<file path="config.mk">
export PLATFORM = sky130hd
export DESIGN_NAME = lkb_top
export DESIGN_NICKNAME = d
export VERILOG_FILES = /design/src/logic/lkb_pkg.sv /design/src/logic/lkb_walker.sv /design/src/logic/lkb_top.sv
export VERILOG_INCLUDE_DIRS = /design/src /design/src/logic
export SDC_FILE = /design/constraint.sdc
export NUM_CORES = 1
export LEC_CHECK = 0
export BUFFER_PORTS_ARGS = -buffer_cell sky130_fd_sc_hd__buf_4
export CAP_MARGIN = 20
export CORE_UTILIZATION = 60
export CTS_CLUSTER_DIAMETER = 100
export CTS_CLUSTER_SIZE = 10
export DETAILED_ROUTE_END_ITERATION = 6
export HOLD_SLACK_MARGIN = 0.02
export PLACE_DENSITY = 0.8
export SYNTH_ARGS = -nofsm -noshare
export SYNTH_HDL_FRONTEND = slang
export SYNTH_SLANG_ARGS = --single-unit
</file>
<file path="constraint.sdc">
create_clock -name pclk -period 6.91 [get_ports pclk]
set_input_delay 0 -clock pclk [delete_from_list [all_inputs] [get_ports pclk]]
set_output_delay 0 -clock pclk [all_outputs]
set_load 0.05 [all_outputs]
</file>
<file path="src/logic/lkb_consts.svh">
// Purpose: Offsets, fields, reset values and timing of the buffer.
// Assumes: APB byte addresses, one 32-bit word per register.
// Notes:   Included by the buffer top and the table walker.
`ifndef LKB_CONSTS_SVH
`define LKB_CONSTS_SVH
// Register byte offsets
`define LKB_OFF_CTRL  8'h00
`define LKB_OFF_CR0   8'h04
`define LKB_OFF_CR1   8'h08
`define LKB_OFF_PURGE 8'h0C
`define LKB_OFF_STAT  8'h10
`define LKB_OFF_COUNT 8'h14
// Field positions
`define LKB_CTRL_DAT  0
`define LKB_CTRL_SEL  1
`define LKB_CTRL_EMU  2
`define LKB_CR0_PG    9:8
`define LKB_CR0_SG    12:11
`define LKB_CR1_LEN   27:24
`define LKB_CR1_STO   23:6
`define LKB_STAT_WALK 16
// Size encodings
`define LKB_PG_2K     2'h1
`define LKB_PG_4K     2'h2
`define LKB_SG_64K    2'h0
`define LKB_SG_1M     2'h2
// Reset values
`define LKB_RST_CR    32'h0000_0000
// Walk time and clock period
`define LKB_WALK_NS   4000
`define LKB_CLK_NS    5
// Exception address store location
`define LKB_LOC_XADDR 24'h000090
`endif

</file>
<file path="src/logic/lkb_pkg.sv">
// Purpose: Types shared by the buffer top and the table walker.
// Assumes: Nothing beyond the constants header.
// Notes:   State codes are one-hot.
package lkb_pkg;
   // Address class of a microcode request
   typedef enum logic [3:0] {
      LKB_C_INSTR   = 4'h0,
      LKB_C_BRANCH  = 4'h1,
      LKB_C_OPERAND = 4'h2,
      LKB_C_LRA     = 4'h3,
      LKB_C_EVENT   = 4'h4,
      LKB_C_REAL    = 4'h5,
      LKB_C_NOSTORE = 4'h6,
      LKB_C_IMPLIED = 4'h7,
      LKB_C_CONSOLE = 4'h8,
      LKB_C_PSTORE  = 4'h9,
      LKB_C_PSEL    = 4'hA
   } lkb_class_t;
   typedef enum logic [1:0] {
      LKB_X_NONE = 2'h0,
      LKB_X_SEG  = 2'h1,
      LKB_X_PAGE = 2'h2,
      LKB_X_SPEC = 2'h3
   } lkb_exc_t;
   typedef enum logic [1:0] {
      LKB_ST_IDLE = 2'b01,
      LKB_ST_WALK = 2'b10
   } lkb_state_t;
   typedef enum logic [3:0] {
      LKB_W_IDLE = 4'b0001,
      LKB_W_SEG  = 4'b0010,
      LKB_W_PAGE = 4'b0100,
      LKB_W_HOLD = 4'b1000
   } lkb_wstate_t;
endpackage

</file>
<file path="src/logic/lkb_walker.sv">
// Purpose: Two-level segment/page table walk for one address.
// Assumes: vaddr, cr0, cr1 stay stable from start until done.
// Notes:   A good walk is stretched to the full walk time.
`include "lkb_consts.svh"
module lkb_walker #(
   parameter int WALK_CYC = 800
) (
   // Clock and reset
   input  logic              pclk,
   input  logic              presetn,
   // Walk request
   input  logic              start,
   input  logic [23:0]       vaddr,
   input  logic [31:0]       cr0,
   input  logic [31:0]       cr1,
   // Walk result
   output logic              done,
   output logic [23:0]       raddr,
   output logic [23:0]       entry,
   output lkb_pkg::lkb_exc_t exc,
   // Table read port
   output logic              mem_req,
   output logic [23:0]       mem_addr,
   input  logic              mem_ack,
   input  logic [31:0]       mem_rdata
);
   import lkb_pkg::*;
   localparam int CW = $clog2(WALK_CYC + 1);

   if (WALK_CYC < 1) begin : g_chk
      $error("WALK_CYC must be at least one");
   end

   lkb_wstate_t st;
   logic [CW-1:0] cnt;
   logic          pg4k;
   logic          seg1m;
   logic          spec_bad;
   logic [7:0]    sidx;
   logic [8:0]    pidx;
   logic [23:0]   seg_a;
   logic [23:0]   pt_a;
   logic [15:0]   pte;

   // Size decode and table entry addresses
   assign pg4k  = cr0[`LKB_CR0_PG] == `LKB_PG_4K;
   assign seg1m = cr0[`LKB_CR0_SG] == `LKB_SG_1M;
   assign spec_bad = !(pg4k || cr0[`LKB_CR0_PG] == `LKB_PG_2K) ||
                     !(seg1m || cr0[`LKB_CR0_SG] == `LKB_SG_64K);
   assign sidx = seg1m ? {4'h0, vaddr[23:20]} : vaddr[23:16];
   assign pidx = seg1m ? (pg4k ? {1'b0, vaddr[19:12]} : vaddr[19:11])
                       : (pg4k ? {5'h0, vaddr[15:12]}
                               : {4'h0, vaddr[15:11]});
   assign seg_a = {cr1[`LKB_CR1_STO], 6'h00} + {14'h0000, sidx, 2'b00};
   assign pt_a  = {mem_rdata[23:3], 3'h0} + {14'h0000, pidx, 1'b0};
   assign pte = mem_addr[1] ? mem_rdata[15:0] : mem_rdata[31:16];

   // Walk time counter
   always_ff @(posedge pclk or negedge presetn) begin
      if (!presetn) begin
         cnt <= '0;
      end else if (start) begin
         cnt <= '0;
      end else if (cnt != CW'(WALK_CYC)) begin
         cnt <= cnt + 1'b1;
      end
   end

   // Walk sequence
   always_ff @(posedge pclk or negedge presetn) begin
      if (!presetn) begin
         st  <= LKB_W_IDLE;
         exc <= LKB_X_NONE;
         {done, mem_req, raddr, entry, mem_addr} <= '0;
      end else begin
         done <= 1'b0;
         case (st)
            LKB_W_IDLE: if (start) begin
               entry <= seg_a;
               exc   <= LKB_X_NONE;
               // Exception ends walk
               if (spec_bad) begin
                  done <= 1'b1;
                  exc  <= LKB_X_SPEC;
               end else if (sidx[7:4] > cr1[`LKB_CR1_LEN]) begin
                  done <= 1'b1;
                  exc  <= LKB_X_SEG;
               end else begin
                  mem_req  <= 1'b1;
                  mem_addr <= seg_a;
                  st       <= LKB_W_SEG;
               end
            end
            LKB_W_SEG: if (mem_ack) begin
               mem_req <= 1'b0;
               st      <= LKB_W_IDLE;
               if (mem_rdata[0]) begin
                  done <= 1'b1;
                  exc  <= LKB_X_SEG;
               end else if (pidx[8:4] > {1'b0, mem_rdata[31:28]}) begin
                  done <= 1'b1;
                  exc  <= LKB_X_PAGE;
               end else begin
                  mem_req  <= 1'b1;
                  mem_addr <= pt_a;
                  entry    <= pt_a;
                  st       <= LKB_W_PAGE;
               end
            end
            LKB_W_PAGE: if (mem_ack) begin
               mem_req <= 1'b0;
               if (pte[2]) begin
                  done <= 1'b1;
                  exc  <= LKB_X_PAGE;
                  st   <= LKB_W_IDLE;
               end else begin
                  raddr <= pg4k ? {pte[15:4], vaddr[11:0]}
                                : {pte[15:3], vaddr[10:0]};
                  st    <= LKB_W_HOLD;
               end
            end
            LKB_W_HOLD: begin
               // Full walk time
               if (cnt >= CW'(WALK_CYC - 1)) begin
                  done <= 1'b1;
                  st   <= LKB_W_IDLE;
               end
            end
            default: st <= LKB_W_IDLE;
         endcase
      end
   end
endmodule

</file>
<file path="src/logic/lkb_top.sv">
// Purpose: Fully associative lookaside buffer for dynamic translation.
// Assumes: One request at a time from microcode, all on pclk.
// Notes:   Hits and bypassed addresses answer one cycle after accept.
// Function
// Buffer is looked up before any table walk begins; explicit, console and panel switch walks skip it.
// All entries compared at once in one lookup.
// Match yields stored real address with no extra delay.
// Miss runs the two-level table walk, about four microseconds.
// Reset zeroes every entry's tag and parity bit.
// Purge operation invalidates all entries together.
// Mode off, control 1 change, size change, emulator purge.
// Software purges after invalidating a page table entry.
// Instruction, branch, operand, explicit and event addresses translate.
// Explicitly real addresses bypass translation.
// Non-storage address values pass untranslated.
// Implicit accesses use real addresses.
// Virtual address returned for storing to software.
// Explicit translate gives real address and entry address.
// Console virtual request walks tables, skipping the buffer.
// Console answer carries virtual, real or error.
// Panel store real; compare and counter set follow switch.
// Good walk fills least recently used entry.
// Entry holds page tag and 12 or 13 frame bits.
// Explicit fault sets condition code; implicit interrupts.
// Faulting walk leaves the buffer untouched.
// Hit address joins frame bits with byte displacement.
`include "lkb_consts.svh"
module lkb_top #(
   parameter int NENT     = 8,
   parameter int WALK_CYC = (`LKB_WALK_NS + `LKB_CLK_NS - 1) / `LKB_CLK_NS
) (
   // Clock and reset
   input  logic                pclk,
   input  logic                presetn,
   // APB slave
   input  logic                psel,
   input  logic                penable,
   input  logic                pwrite,
   input  logic [7:0]          paddr,
   input  logic [31:0]         pwdata,
   output logic [31:0]         prdata,
   output logic                pready,
   output logic                pslverr,
   // Microcode request
   input  logic                req_valid,
   input  lkb_pkg::lkb_class_t req_class,
   input  logic [23:0]         req_vaddr,
   output logic                req_ready,
   input  logic                buffer_purge_op,
   // Answer
   output logic                rsp_valid,
   output logic [23:0]         rsp_vaddr,
   output logic [23:0]         rsp_raddr,
   output logic [23:0]         rsp_entry,
   output lkb_pkg::lkb_exc_t   rsp_exc,
   output logic [1:0]          rsp_cc,
   output logic [23:0]         rsp_store_loc,
   output logic                prog_int,
   // Table read port
   output logic                mem_req,
   output logic [23:0]         mem_addr,
   input  logic                mem_ack,
   input  logic [31:0]         mem_rdata
);
   import lkb_pkg::*;
   localparam int IW = $clog2(NENT);
   if (NENT < 2 || NENT > 16 || (NENT & (NENT - 1)) != 0) begin : g_chk
      $error("NENT must be a power of two from 2 to 16");
   end
   // Control state
   logic          dat_on, sel_virt, fill_ok, drop_fill, w_start;
   logic [31:0]   cr0, cr1, rd_word;
   lkb_state_t    state;
   lkb_class_t    cls;
   logic [15:0]   hit_cnt, miss_cnt;
   // Buffer entries
   logic [12:0]   tag   [NENT];
   logic [12:0]   frame [NENT];
   logic          par   [NENT];
   logic [IW-1:0] age   [NENT];
   // Lookup and walker results
   logic          pg4k, hit, via_buf, walk_only, need_walk, accept;
   logic          purge, do_fill, touch, w_done, apb_wr, apb_setup, mapped;
   logic [IW-1:0] hit_idx, victim, touch_idx;
   logic [23:0]   va, hit_real, w_raddr, w_entry;
   lkb_exc_t      w_exc;
   // Page tag of an address, low bit dropped for 4K pages
   function automatic logic [12:0] tag_of(logic [23:0] a, logic p4);
      tag_of = p4 ? {a[23:12], 1'b0} : a[23:11];
   endfunction
   assign pg4k      = cr0[`LKB_CR0_PG] == `LKB_PG_4K;
   assign accept    = req_ready && req_valid;
   assign apb_setup = psel && !penable;
   assign apb_wr    = psel && penable && pready && pwrite;
   // Parallel compare
   always_comb begin
      hit     = 1'b0;
      hit_idx = '0;
      for (int i = 0; i < NENT; i++) begin
         if (par[i] && tag[i] == tag_of(req_vaddr, pg4k)) begin
            hit     = 1'b1;
            hit_idx = IW'(i);
         end
      end
   end

   // Frame joined with displacement
   assign hit_real = pg4k ? {frame[hit_idx][12:1], req_vaddr[11:0]}
                          : {frame[hit_idx], req_vaddr[10:0]};

   // Least recently used entry
   always_comb begin
      victim = '0;
      for (int i = 0; i < NENT; i++) begin
         if (age[i] == IW'(NENT - 1)) begin
            victim = IW'(i);
         end
      end
   end

   // Address class routing
   always_comb begin
      via_buf   = 1'b0;
      walk_only = 1'b0;
      case (req_class)
         // Translated classes
         LKB_C_INSTR, LKB_C_BRANCH, LKB_C_OPERAND, LKB_C_EVENT: begin
            via_buf = dat_on;
         end
         // Explicit and console walk
         LKB_C_LRA, LKB_C_CONSOLE: walk_only = 1'b1;
         // Switch picks virtual
         LKB_C_PSEL: walk_only = sel_virt;
         // Real or unused
         default: walk_only = 1'b0;
      endcase
   end
   // Buffer before walk
   assign need_walk = (via_buf && !hit) || walk_only;

   // Clearing events
   always_comb begin
      purge = buffer_purge_op; // purge operation
      if (apb_wr) begin
         case (paddr)
            `LKB_OFF_CTRL: purge = purge || pwdata[`LKB_CTRL_EMU] ||
                                   (dat_on && !pwdata[`LKB_CTRL_DAT]);
            `LKB_OFF_CR0: purge = purge ||
                  pwdata[`LKB_CR0_PG] != cr0[`LKB_CR0_PG] ||
                  pwdata[`LKB_CR0_SG] != cr0[`LKB_CR0_SG];
            `LKB_OFF_CR1: purge = purge || pwdata != cr1;
            `LKB_OFF_PURGE: purge = 1'b1;
            default: purge = buffer_purge_op;
         endcase
      end
   end
   // Fill only after good walk
   assign do_fill = state == LKB_ST_WALK && w_done && w_exc == LKB_X_NONE
                    && fill_ok && !drop_fill && !purge;
   assign touch     = (accept && via_buf && hit) || do_fill;
   assign touch_idx = do_fill ? victim : hit_idx;

   // Recency ages, zero is newest
   always_ff @(posedge pclk or negedge presetn) begin
      if (!presetn) begin
         for (int i = 0; i < NENT; i++) begin
            age[i] <= IW'(i);
         end
      end else if (touch) begin
         for (int i = 0; i < NENT; i++) begin
            if (IW'(i) == touch_idx) begin
               age[i] <= '0;
            end else if (age[i] < age[touch_idx]) begin
               age[i] <= age[i] + 1'b1;
            end
         end
      end
   end

   // Entry contents
   always_ff @(posedge pclk or negedge presetn) begin
      if (!presetn) begin
         // Reset clears tags
         for (int i = 0; i < NENT; i++) begin
            tag[i]   <= 13'h0000;
            frame[i] <= 13'h0000;
            par[i]   <= 1'b0;
         end
      end else if (purge) begin
         // Clear all
         for (int i = 0; i < NENT; i++) begin
            tag[i] <= 13'h0000;
            par[i] <= 1'b0;
         end
      end else if (do_fill) begin
         // Tag and frame
         tag[victim]   <= tag_of(va, pg4k);
         frame[victim] <= tag_of(w_raddr, pg4k);
         par[victim]   <= 1'b1;
      end
   end

   // Request sequencing
   always_ff @(posedge pclk or negedge presetn) begin
      if (!presetn) begin
         state     <= LKB_ST_IDLE;
         req_ready <= 1'b1;
         cls       <= LKB_C_REAL;
         {va, fill_ok, drop_fill, w_start} <= '0;
      end else begin
         w_start <= 1'b0;
         case (state)
            LKB_ST_IDLE: begin
               // Miss starts walk
               if (accept && need_walk) begin
                  state     <= LKB_ST_WALK;
                  req_ready <= 1'b0;
                  cls       <= req_class;
                  va        <= req_vaddr;
                  fill_ok   <= req_class != LKB_C_CONSOLE &&
                               req_class != LKB_C_PSEL;
                  drop_fill <= purge;
                  w_start   <= 1'b1;
               end
            end
            LKB_ST_WALK: begin
               if (purge) begin
                  drop_fill <= 1'b1;
               end
               if (w_done) begin
                  state     <= LKB_ST_IDLE;
                  req_ready <= 1'b1;
               end
            end
            default: begin
               state     <= LKB_ST_IDLE;
               req_ready <= 1'b1;
            end
         endcase
      end
   end

   // Answer to microcode
   always_ff @(posedge pclk or negedge presetn) begin
      if (!presetn) begin
         rsp_exc <= LKB_X_NONE;
         {rsp_valid, rsp_vaddr, rsp_raddr, rsp_entry} <= '0;
         {rsp_cc, rsp_store_loc, prog_int} <= '0;
      end else begin
         rsp_valid <= 1'b0;
         prog_int  <= 1'b0;
         if (accept && !need_walk) begin
            // Hit answers at once
            rsp_valid     <= 1'b1;
            rsp_vaddr     <= req_vaddr;
            rsp_raddr     <= via_buf ? hit_real : req_vaddr;
            rsp_exc       <= LKB_X_NONE;
            {rsp_entry, rsp_cc, rsp_store_loc} <= '0;
         end else if (state == LKB_ST_WALK && w_done) begin
            rsp_valid <= 1'b1;
            // Virtual echoed, error replaces real
            rsp_vaddr <= va;
            rsp_raddr <= w_exc == LKB_X_NONE ? w_raddr : 24'h000000;
            // Entry address reported
            rsp_entry <= w_entry;
            rsp_exc   <= w_exc;
            // Code or interruption
            rsp_cc    <= cls == LKB_C_LRA ? w_exc : 2'h0;
            prog_int  <= fill_ok && w_exc != LKB_X_NONE &&
                         (cls != LKB_C_LRA || w_exc == LKB_X_SPEC);
            rsp_store_loc <= (fill_ok && cls != LKB_C_LRA &&
                             (w_exc == LKB_X_SEG || w_exc == LKB_X_PAGE))
                             ? `LKB_LOC_XADDR : 24'h000000;
         end
      end
   end
   // Lookup statistics
   always_ff @(posedge pclk or negedge presetn) begin
      if (!presetn) begin
         {hit_cnt, miss_cnt} <= '0;
      end else if (apb_wr && paddr == `LKB_OFF_COUNT) begin
         {hit_cnt, miss_cnt} <= '0;
      end else if (accept && via_buf && hit) begin
         hit_cnt <= hit_cnt + 1'b1;
      end else if (accept && via_buf) begin
         miss_cnt <= miss_cnt + 1'b1;
      end
   end
   // Software control registers
   always_ff @(posedge pclk or negedge presetn) begin
      if (!presetn) begin
         {dat_on, sel_virt} <= 2'b00;
         cr0      <= `LKB_RST_CR;
         cr1      <= `LKB_RST_CR;
      end else if (apb_wr) begin
         case (paddr)
            `LKB_OFF_CTRL: begin
               dat_on   <= pwdata[`LKB_CTRL_DAT];
               sel_virt <= pwdata[`LKB_CTRL_SEL];
            end
            `LKB_OFF_CR0: cr0 <= pwdata;
            `LKB_OFF_CR1: cr1 <= pwdata;
            default: dat_on <= dat_on;
         endcase
      end
   end

   // Read mux and address decode
   always_comb begin
      rd_word = 32'h0000_0000;
      mapped  = 1'b1;
      case (paddr)
         `LKB_OFF_CTRL: begin
            rd_word[`LKB_CTRL_DAT] = dat_on;
            rd_word[`LKB_CTRL_SEL] = sel_virt;
         end
         `LKB_OFF_CR0:   rd_word = cr0;
         `LKB_OFF_CR1:   rd_word = cr1;
         `LKB_OFF_PURGE: rd_word = 32'h0000_0000;
         `LKB_OFF_STAT: begin
            for (int i = 0; i < NENT; i++) begin
               rd_word[i] = par[i];
            end
            rd_word[`LKB_STAT_WALK] = state == LKB_ST_WALK;
         end
         `LKB_OFF_COUNT: rd_word = {miss_cnt, hit_cnt};
         default:        mapped  = 1'b0;
      endcase
   end
   // APB answer, one wait-free access phase
   always_ff @(posedge pclk or negedge presetn) begin
      if (!presetn) begin
         {pready, pslverr, prdata} <= '0;
      end else begin
         pready  <= apb_setup;
         pslverr <= apb_setup && !mapped;
         if (apb_setup && !pwrite) begin
            prdata <= rd_word;
         end
      end
   end

   // Table walker
   lkb_walker #(.WALK_CYC(WALK_CYC)) u_walk (
      .pclk      (pclk),
      .presetn   (presetn),
      .start     (w_start),
      .vaddr     (va),
      .cr0       (cr0),
      .cr1       (cr1),
      .done      (w_done),
      .raddr     (w_raddr),
      .entry     (w_entry),
      .exc       (w_exc),
      .mem_req   (mem_req),
      .mem_addr  (mem_addr),
      .mem_ack   (mem_ack),
      .mem_rdata (mem_rdata)
   );
endmodule

</file>
==> After elaboration in Yosys (flattened, before gate mapping) <==
Index checks and enable logic that the tools add are counted.
{ "totals": {"out_inout_bits": 162, "wordCells": 426, "register_bits": 598} }
{ "classes": {"reduce_logical": 102, "addsub": 13, "n_mux": 159, "eq_ne": 67, "n_bitwise": 6, "magnitude_cmp": 15} }
{ "op_table": {"columns": ["op", "n"], "rows": [
  ["24-bit 2-to-1 mux", 17],
  ["104-bit bitwise mux", 2],
  ["104-bit 2-to-1 mux", 2],
  ["13-bit == test", 8],
  ["16-bit 2-to-1 mux", 6],
  ["24-bit case mux with 2 select lines", 2],
  ["3-bit 2-to-1 mux", 30],
  ["24-bit by 10-bit adder with 24-bit output", 2],
  ["15-bit case mux with 3 select lines", 1],
  ["1-bit 2-to-1 mux", 44],
  ["13-bit binary-select mux with 3-bit select", 1],
  ["13-bit demux with 3-bit select", 1],
  ["13-bit 2-to-1 mux", 3],
  ["1-bit logical AND", 33],
  ["16-bit by 1-bit adder with 16-bit output, second input constant", 2],
  ["2-bit 2-to-1 mux", 16],
  ["4-bit 2-to-1 mux", 8],
  ["8-bit 2-to-1 mux", 4],
  ["32-bit inequality test", 1],
  ["2-bit nonzero test", 16],
  ["2-bit AND reduction", 15],
  ["3-bit by 1-bit adder with 3-bit output, second input constant", 8],
  ["3-bit less-than comparator", 8],
  ["12-bit 2-to-1 mux", 2],
  ["other kinds (57)", 130]
]} }

==> Longest topological paths before layout <==
{ "depth": {"ltp_word": 19, "depth_mapped": 22, "mapped_depth_nobuf": 20} }

==> By module <==
Synthesis repeated with hierarchy kept, for this count alone.
{ "hier_totals": {"hier_cells": 3050, "area_unflattened_um2": 29911.2} }
{ "by_module_without_submodules": {"columns": ["module", "area_per_inst_um2", "instances", "seq_area_each_um2", "cells_per_inst"], "rows": [
  ["lkb_top", 24558.6, 1, 12130.4, 2480],
  ["lkb_walker", 5352.6, 1, 2203.4, 570]
]} }

==> Worst setup path after synthesis <==
No wires, ideal clock.
{ "synth_timing": {"path_kind": "register to register", "start": "register cr0[8]", "end": "register age[23] (netlist bit)", "stages_incl_launch_ff": 23, "setup_slack_ps": 2336, "path_buffers": 3, "synth_period_minus_slack_ps": 4574, "arrival_time_ps": 4509, "path_cell_list": "dfrtp_1 -> inv_1 -> ha_1 -> nor2b_1 -> buf_6 -> xnor2_2 -> nand3_1 -> or4_1 -> buf_2 -> and2_4 -> and2_1 -> buf_6 -> a21oi_4 -> nand2_1 -> o22ai_1 -> a211oi_1 -> a21oi_1 -> ha_1 -> and2_1 -> a31o_2 -> a221o_1 -> o2bb2a_1 -> nand2_1"} }
{ "synth_between": {"elab_chain_cells": 19, "elab_cells_between_ends": 52, "cone_classes": "order compare: 1; eq/ne: 10; mux: 23; bitwise: 1; reduce/logical: 17"} }
{ "synth_rtl": {"columns": ["item", "line", "source"], "rows": [
  ["start: declaration", "lkb_top.sv:72", "logic [31:0] cr0, cr1, rd_word;"],
  ["start signal: assignment", "lkb_top.sv:293", "cr0 <= `LKB_RST_CR;"],
  ["start signal: assignment", "lkb_top.sv:301", "`LKB_OFF_CR0: cr0 <= pwdata;"],
  ["2-bit == test (no line)", null, null],
  ["1-bit 2-to-1 mux", "lkb_top.sv:89", "tag_of = p4 ? {a[23:12], 1'b0} : a[23:11];"],
  ["13-bit == test", "lkb_top.sv:100", "if (par[i] && tag[i] == tag_of(req_vaddr, pg4k)) begin"],
  ["1-bit logical AND", "lkb_top.sv:100", null],
  ["1-bit 2-to-1 mux", "lkb_top.sv:100", null],
  ["2-bit 2-to-1 mux (2 in series)", "lkb_top.sv:100", null],
  ["3-bit 2-to-1 mux (4 in series)", "lkb_top.sv:100", null],
  ["3-bit 2-to-1 mux", "lkb_top.sv:161", "assign touch_idx = do_fill ? victim : hit_idx;"],
  ["3-bit inverter with 4-bit output (not written as such)", "lkb_top.sv:173", "end else if (age[i] < age[touch_idx]) begin"],
  ["3-bit binary-select mux with 3-bit select", "lkb_top.sv:173", null],
  ["3-bit 2-to-1 mux (not written as such) (2 in series)", "lkb_top.sv:173", null],
  ["3-bit less-than comparator", "lkb_top.sv:173", null],
  ["2-bit nonzero test (no line)", null, null],
  ["2-bit AND reduction (no line)", null, null],
  ["end signal: indexed assignment", "lkb_top.sv:167", "age[i] <= IW'(i);"],
  ["end signal: indexed assignment", "lkb_top.sv:174", "age[i] <= age[i] + 1'b1;"],
  ["end: declaration", "lkb_top.sv:80", "logic [IW-1:0] age [NENT];"]
]} }
Several ways; a longest one is shown, not always the timed one. The select of a mux whose other input is x is not followed.
A chain may end at the register's enable or synchronous reset.

==> Worst setup path in the final report <==
{ "layout_timing": {"start": "register cr0[8]", "end": "register age[22] (netlist bit)"} }
Same word-level chain as after synthesis.

==> results.md <==
* Failing checks: design-rule violations
* List of most frequent post-synthesis cells: dfrtp_1 (555), nand2_1 (357), mux2_2 (278)
* Finished Cell Area at 34530 um^2
* Predominant post-synthesis flop cell: dfrtp_1
* Yosys top cell area share at 0.4716
* Overall Power at 8.850 mW
* HP Class: in2async
* Die height at 223.5 um
* Synth Register Bits at 571
* IO buf count at 244
* Max capacitance violation total at 0
* Post-Route Skew at 28.02 ps
* Share of cells above drive strength 1 at 0.2284
* Largest net degree at the start of global routing at 181
* CP max FO at 17
* Post-synth cell types at 97
* Post-place setup slack at 1132 ps
* Max frequency at 0.1691 GHz
* Synth area leader: dfrtp_1
* Crit path time final at 5914 ps
* # setup viols final at 0
* Gpl congestion at 0.9354
* Syn Area/Cell at 10.38 um^2
* Seq/Total Area, Yosys at 0.4859
* Slew Limit Fails at 0
* Routed WL per cell at 23.61 um
* WHS at 21.16 ps
* Peak supply drop at 0.0002294 V
* Mapped cell area at 29450 um^2
* Multi-input logic area at 14190 um^2
* Clk_lat worst skew at 600 ps
* Most Crowded Layer GR: met2
* Worst EP required at 7430 ps
* Setup Buffers After CTS at 0
* Initial antenna violation count at 4
* Total wire length at 88620 um
* Num CTS Buffers at 67
* Ys async rst share at 1.000
* Starting Density at 0.6129
* Met3 Track Usage GR at 0.07175
* CTS resizes at 0
* Setup TNS at 0 ps
* GR Util met2 at 0.5740
* Cell count after synthesis at 2838
* Fillers at 3292
* Root buffer cell: clkbuf_16
* Tcrit/Tclk final at 0.8559
* Clk slew on worst S/H paths at 60 ps
* Startpoint Class: register
* Clock Sinks at 571
* Vias/cell at 6.383
* CP arrival at 6430 ps
* Final HPWL DP at 58000 um
* Seq. cell area at 14310 um^2
* Outcome: finished with violations
* Vias in the first global route at 24380
* Kind of critical path: reg2reg
* ANT nets after route at 0
* Core ar. at 48050 um^2
* Routed vias at 23960
* Slew HR at 0.2097
* RSZ-0062 raised after global routing: false
* Global-route wire length before repair at 137100 um
* Residual overflow from global routing at 0
* Die width at 223.5 um
* Leakage at 16.15 nW
* Worst-Margin Slew at 1180 ps
* CP endpoint kind: register
* Yosys warns at 0
* Post-synth EDFFs at 0
* Power per standard cell area at 256.3 nW/um^2
* DRC at 5
* Boundary Pins at 270
* Row cnt at 80
* First-pass DRT Iterations at 7
* Hold Vio Cnt, Final at 0
* Syn-to-layout area delta at 17.25%
* Initial DRC Count at 2465
* Most frequent cell after synthesis: dfrtp_1
* Max clock buf depth at 3
* Area post-placement at 31650 um^2
* GRT Total Usage at 0.3547
* Die Footprint at 49970 um^2
* # nets final at 3265
* Grt met1 use at 0.4603
* CTS tree: yes
* H-Tree Depth at 3
* Top cells by area, synth: dfrtp_1 (47%), mux2_2 (11%), nand2_1 (4.6%)
* PnR worst setup slack at 995.7 ps
==> layout by cell type (no fill, tap or decap), drive strengths merged, types with 100 or more instances in the layout <==
master / n
buf: 284
mux2: 288
xor2: 111
mux2i: 115
nor2: 232
dfrtp: 555
dlygate4sd3: 100
nand2: 357
a21oi: 159
==> flip-flops by register name (all words and copies together), names as in the netlist, 23 cells and up <==
signal           count
tag                104
u_walk.mem_addr     23
cr0                 32
rsp_entry           23
rsp_vaddr           24
frame              104
va                  24
u_walk.raddr        24
cr1                 32
u_walk.entry        23
age                 24
prdata              32
rsp_raddr           24
==> cell families after synthesis <==
| family | count (synthesis) | share of synthesized area |
|---|---|---|
| fa+ha+maj | 52 | 0.02252 |
| simple gates | 906 | 0.1441 |
| buf+inv | 257 | 0.03815 |
| flops | 571 | 0.4859 |
| xor+xnor | 205 | 0.06148 |
| compound gates | 442 | 0.09738 |
| other cells | 1 | 0.0001273 |
| mux | 404 | 0.1504 |
==> metrics by stage <==
| step | cells | util |
|---|---|---|
| after global routing | 3751 | 0.7185 |
| final | 3753 | 0.7186 |
| after global placement | 3549 | 0.6579 |
| after CTS | 3749 | 0.7183 |
| after detailed placement | 3551 | 0.6587 |
| after floorplan | 2861 | - |
==> final timing paths <==
| check | startpoint | slack [ps] | endpoint | cells after the start |
|---|---|---|---|---|
| setup / recovery | cr0[8] | 1000 | age[22] | 21 |
| hold / removal | presetn | 20 | age[23] | 2 |
| setup reg to reg | cr0[8] | 1000 | age[22] | 21 |
| hold reg to reg | cls[3] | 480 | cls[3] | 1 |
| max in group asynchronous | presetn | 5360 | cr0[30] | 3 |
| min in group pclk | paddr[4] | 20 | pslverr | 3 |
==> layout make-up <==
class,instances,area share
multi-input combinational,2033,0.4111
tap,615,0.02229
timing repair buffer,384,0.09273
sequential,571,0.4144
inverter,49,0.005327
clock buffer,92,0.05189
antenna,3,0.0002174
clock inverter,6,0.002066
==> layer usage <==
metal  routed length (um)  vias to the layer above
met1                34420                    12060
met3                 7899                      261
li1                     -                    10410
met4                 4004                        2
met2                42290                     1217
met5                   12                        -
==> what timing repair did <==
item                                    CTS  global route
hold buffers                            100             0
endpoints found under the setup margin    0             0
endpoints found under the hold margin   274             0
==> report_power, final <==
part	switching, mW	internal [mW]
clock	1.36	1.80
combinational	1.02	0.610
sequential	0.433	3.63
total	2.81	6.04
==> worst max-delay path, stage by stage (launching register included) <==
cell      delay [ps]
dfrtp_1          410
inv_1             70
ha_1             640
nor2b_1          100
buf_4            230
xnor2_1          180
nand3_1           90
or4_1            570
a21boi_1         200
o21ai_0          200
nand2_1          140
a21oi_2          410
nand2_1          140
o22ai_1          160
a21oi_1           60
a21oi_1          720
ha_1             390
and2_1           170
a31o_2           240
a221o_1          300
nand3b_1         200
o22ai_1          190
(Power assumes the default switching activity.)
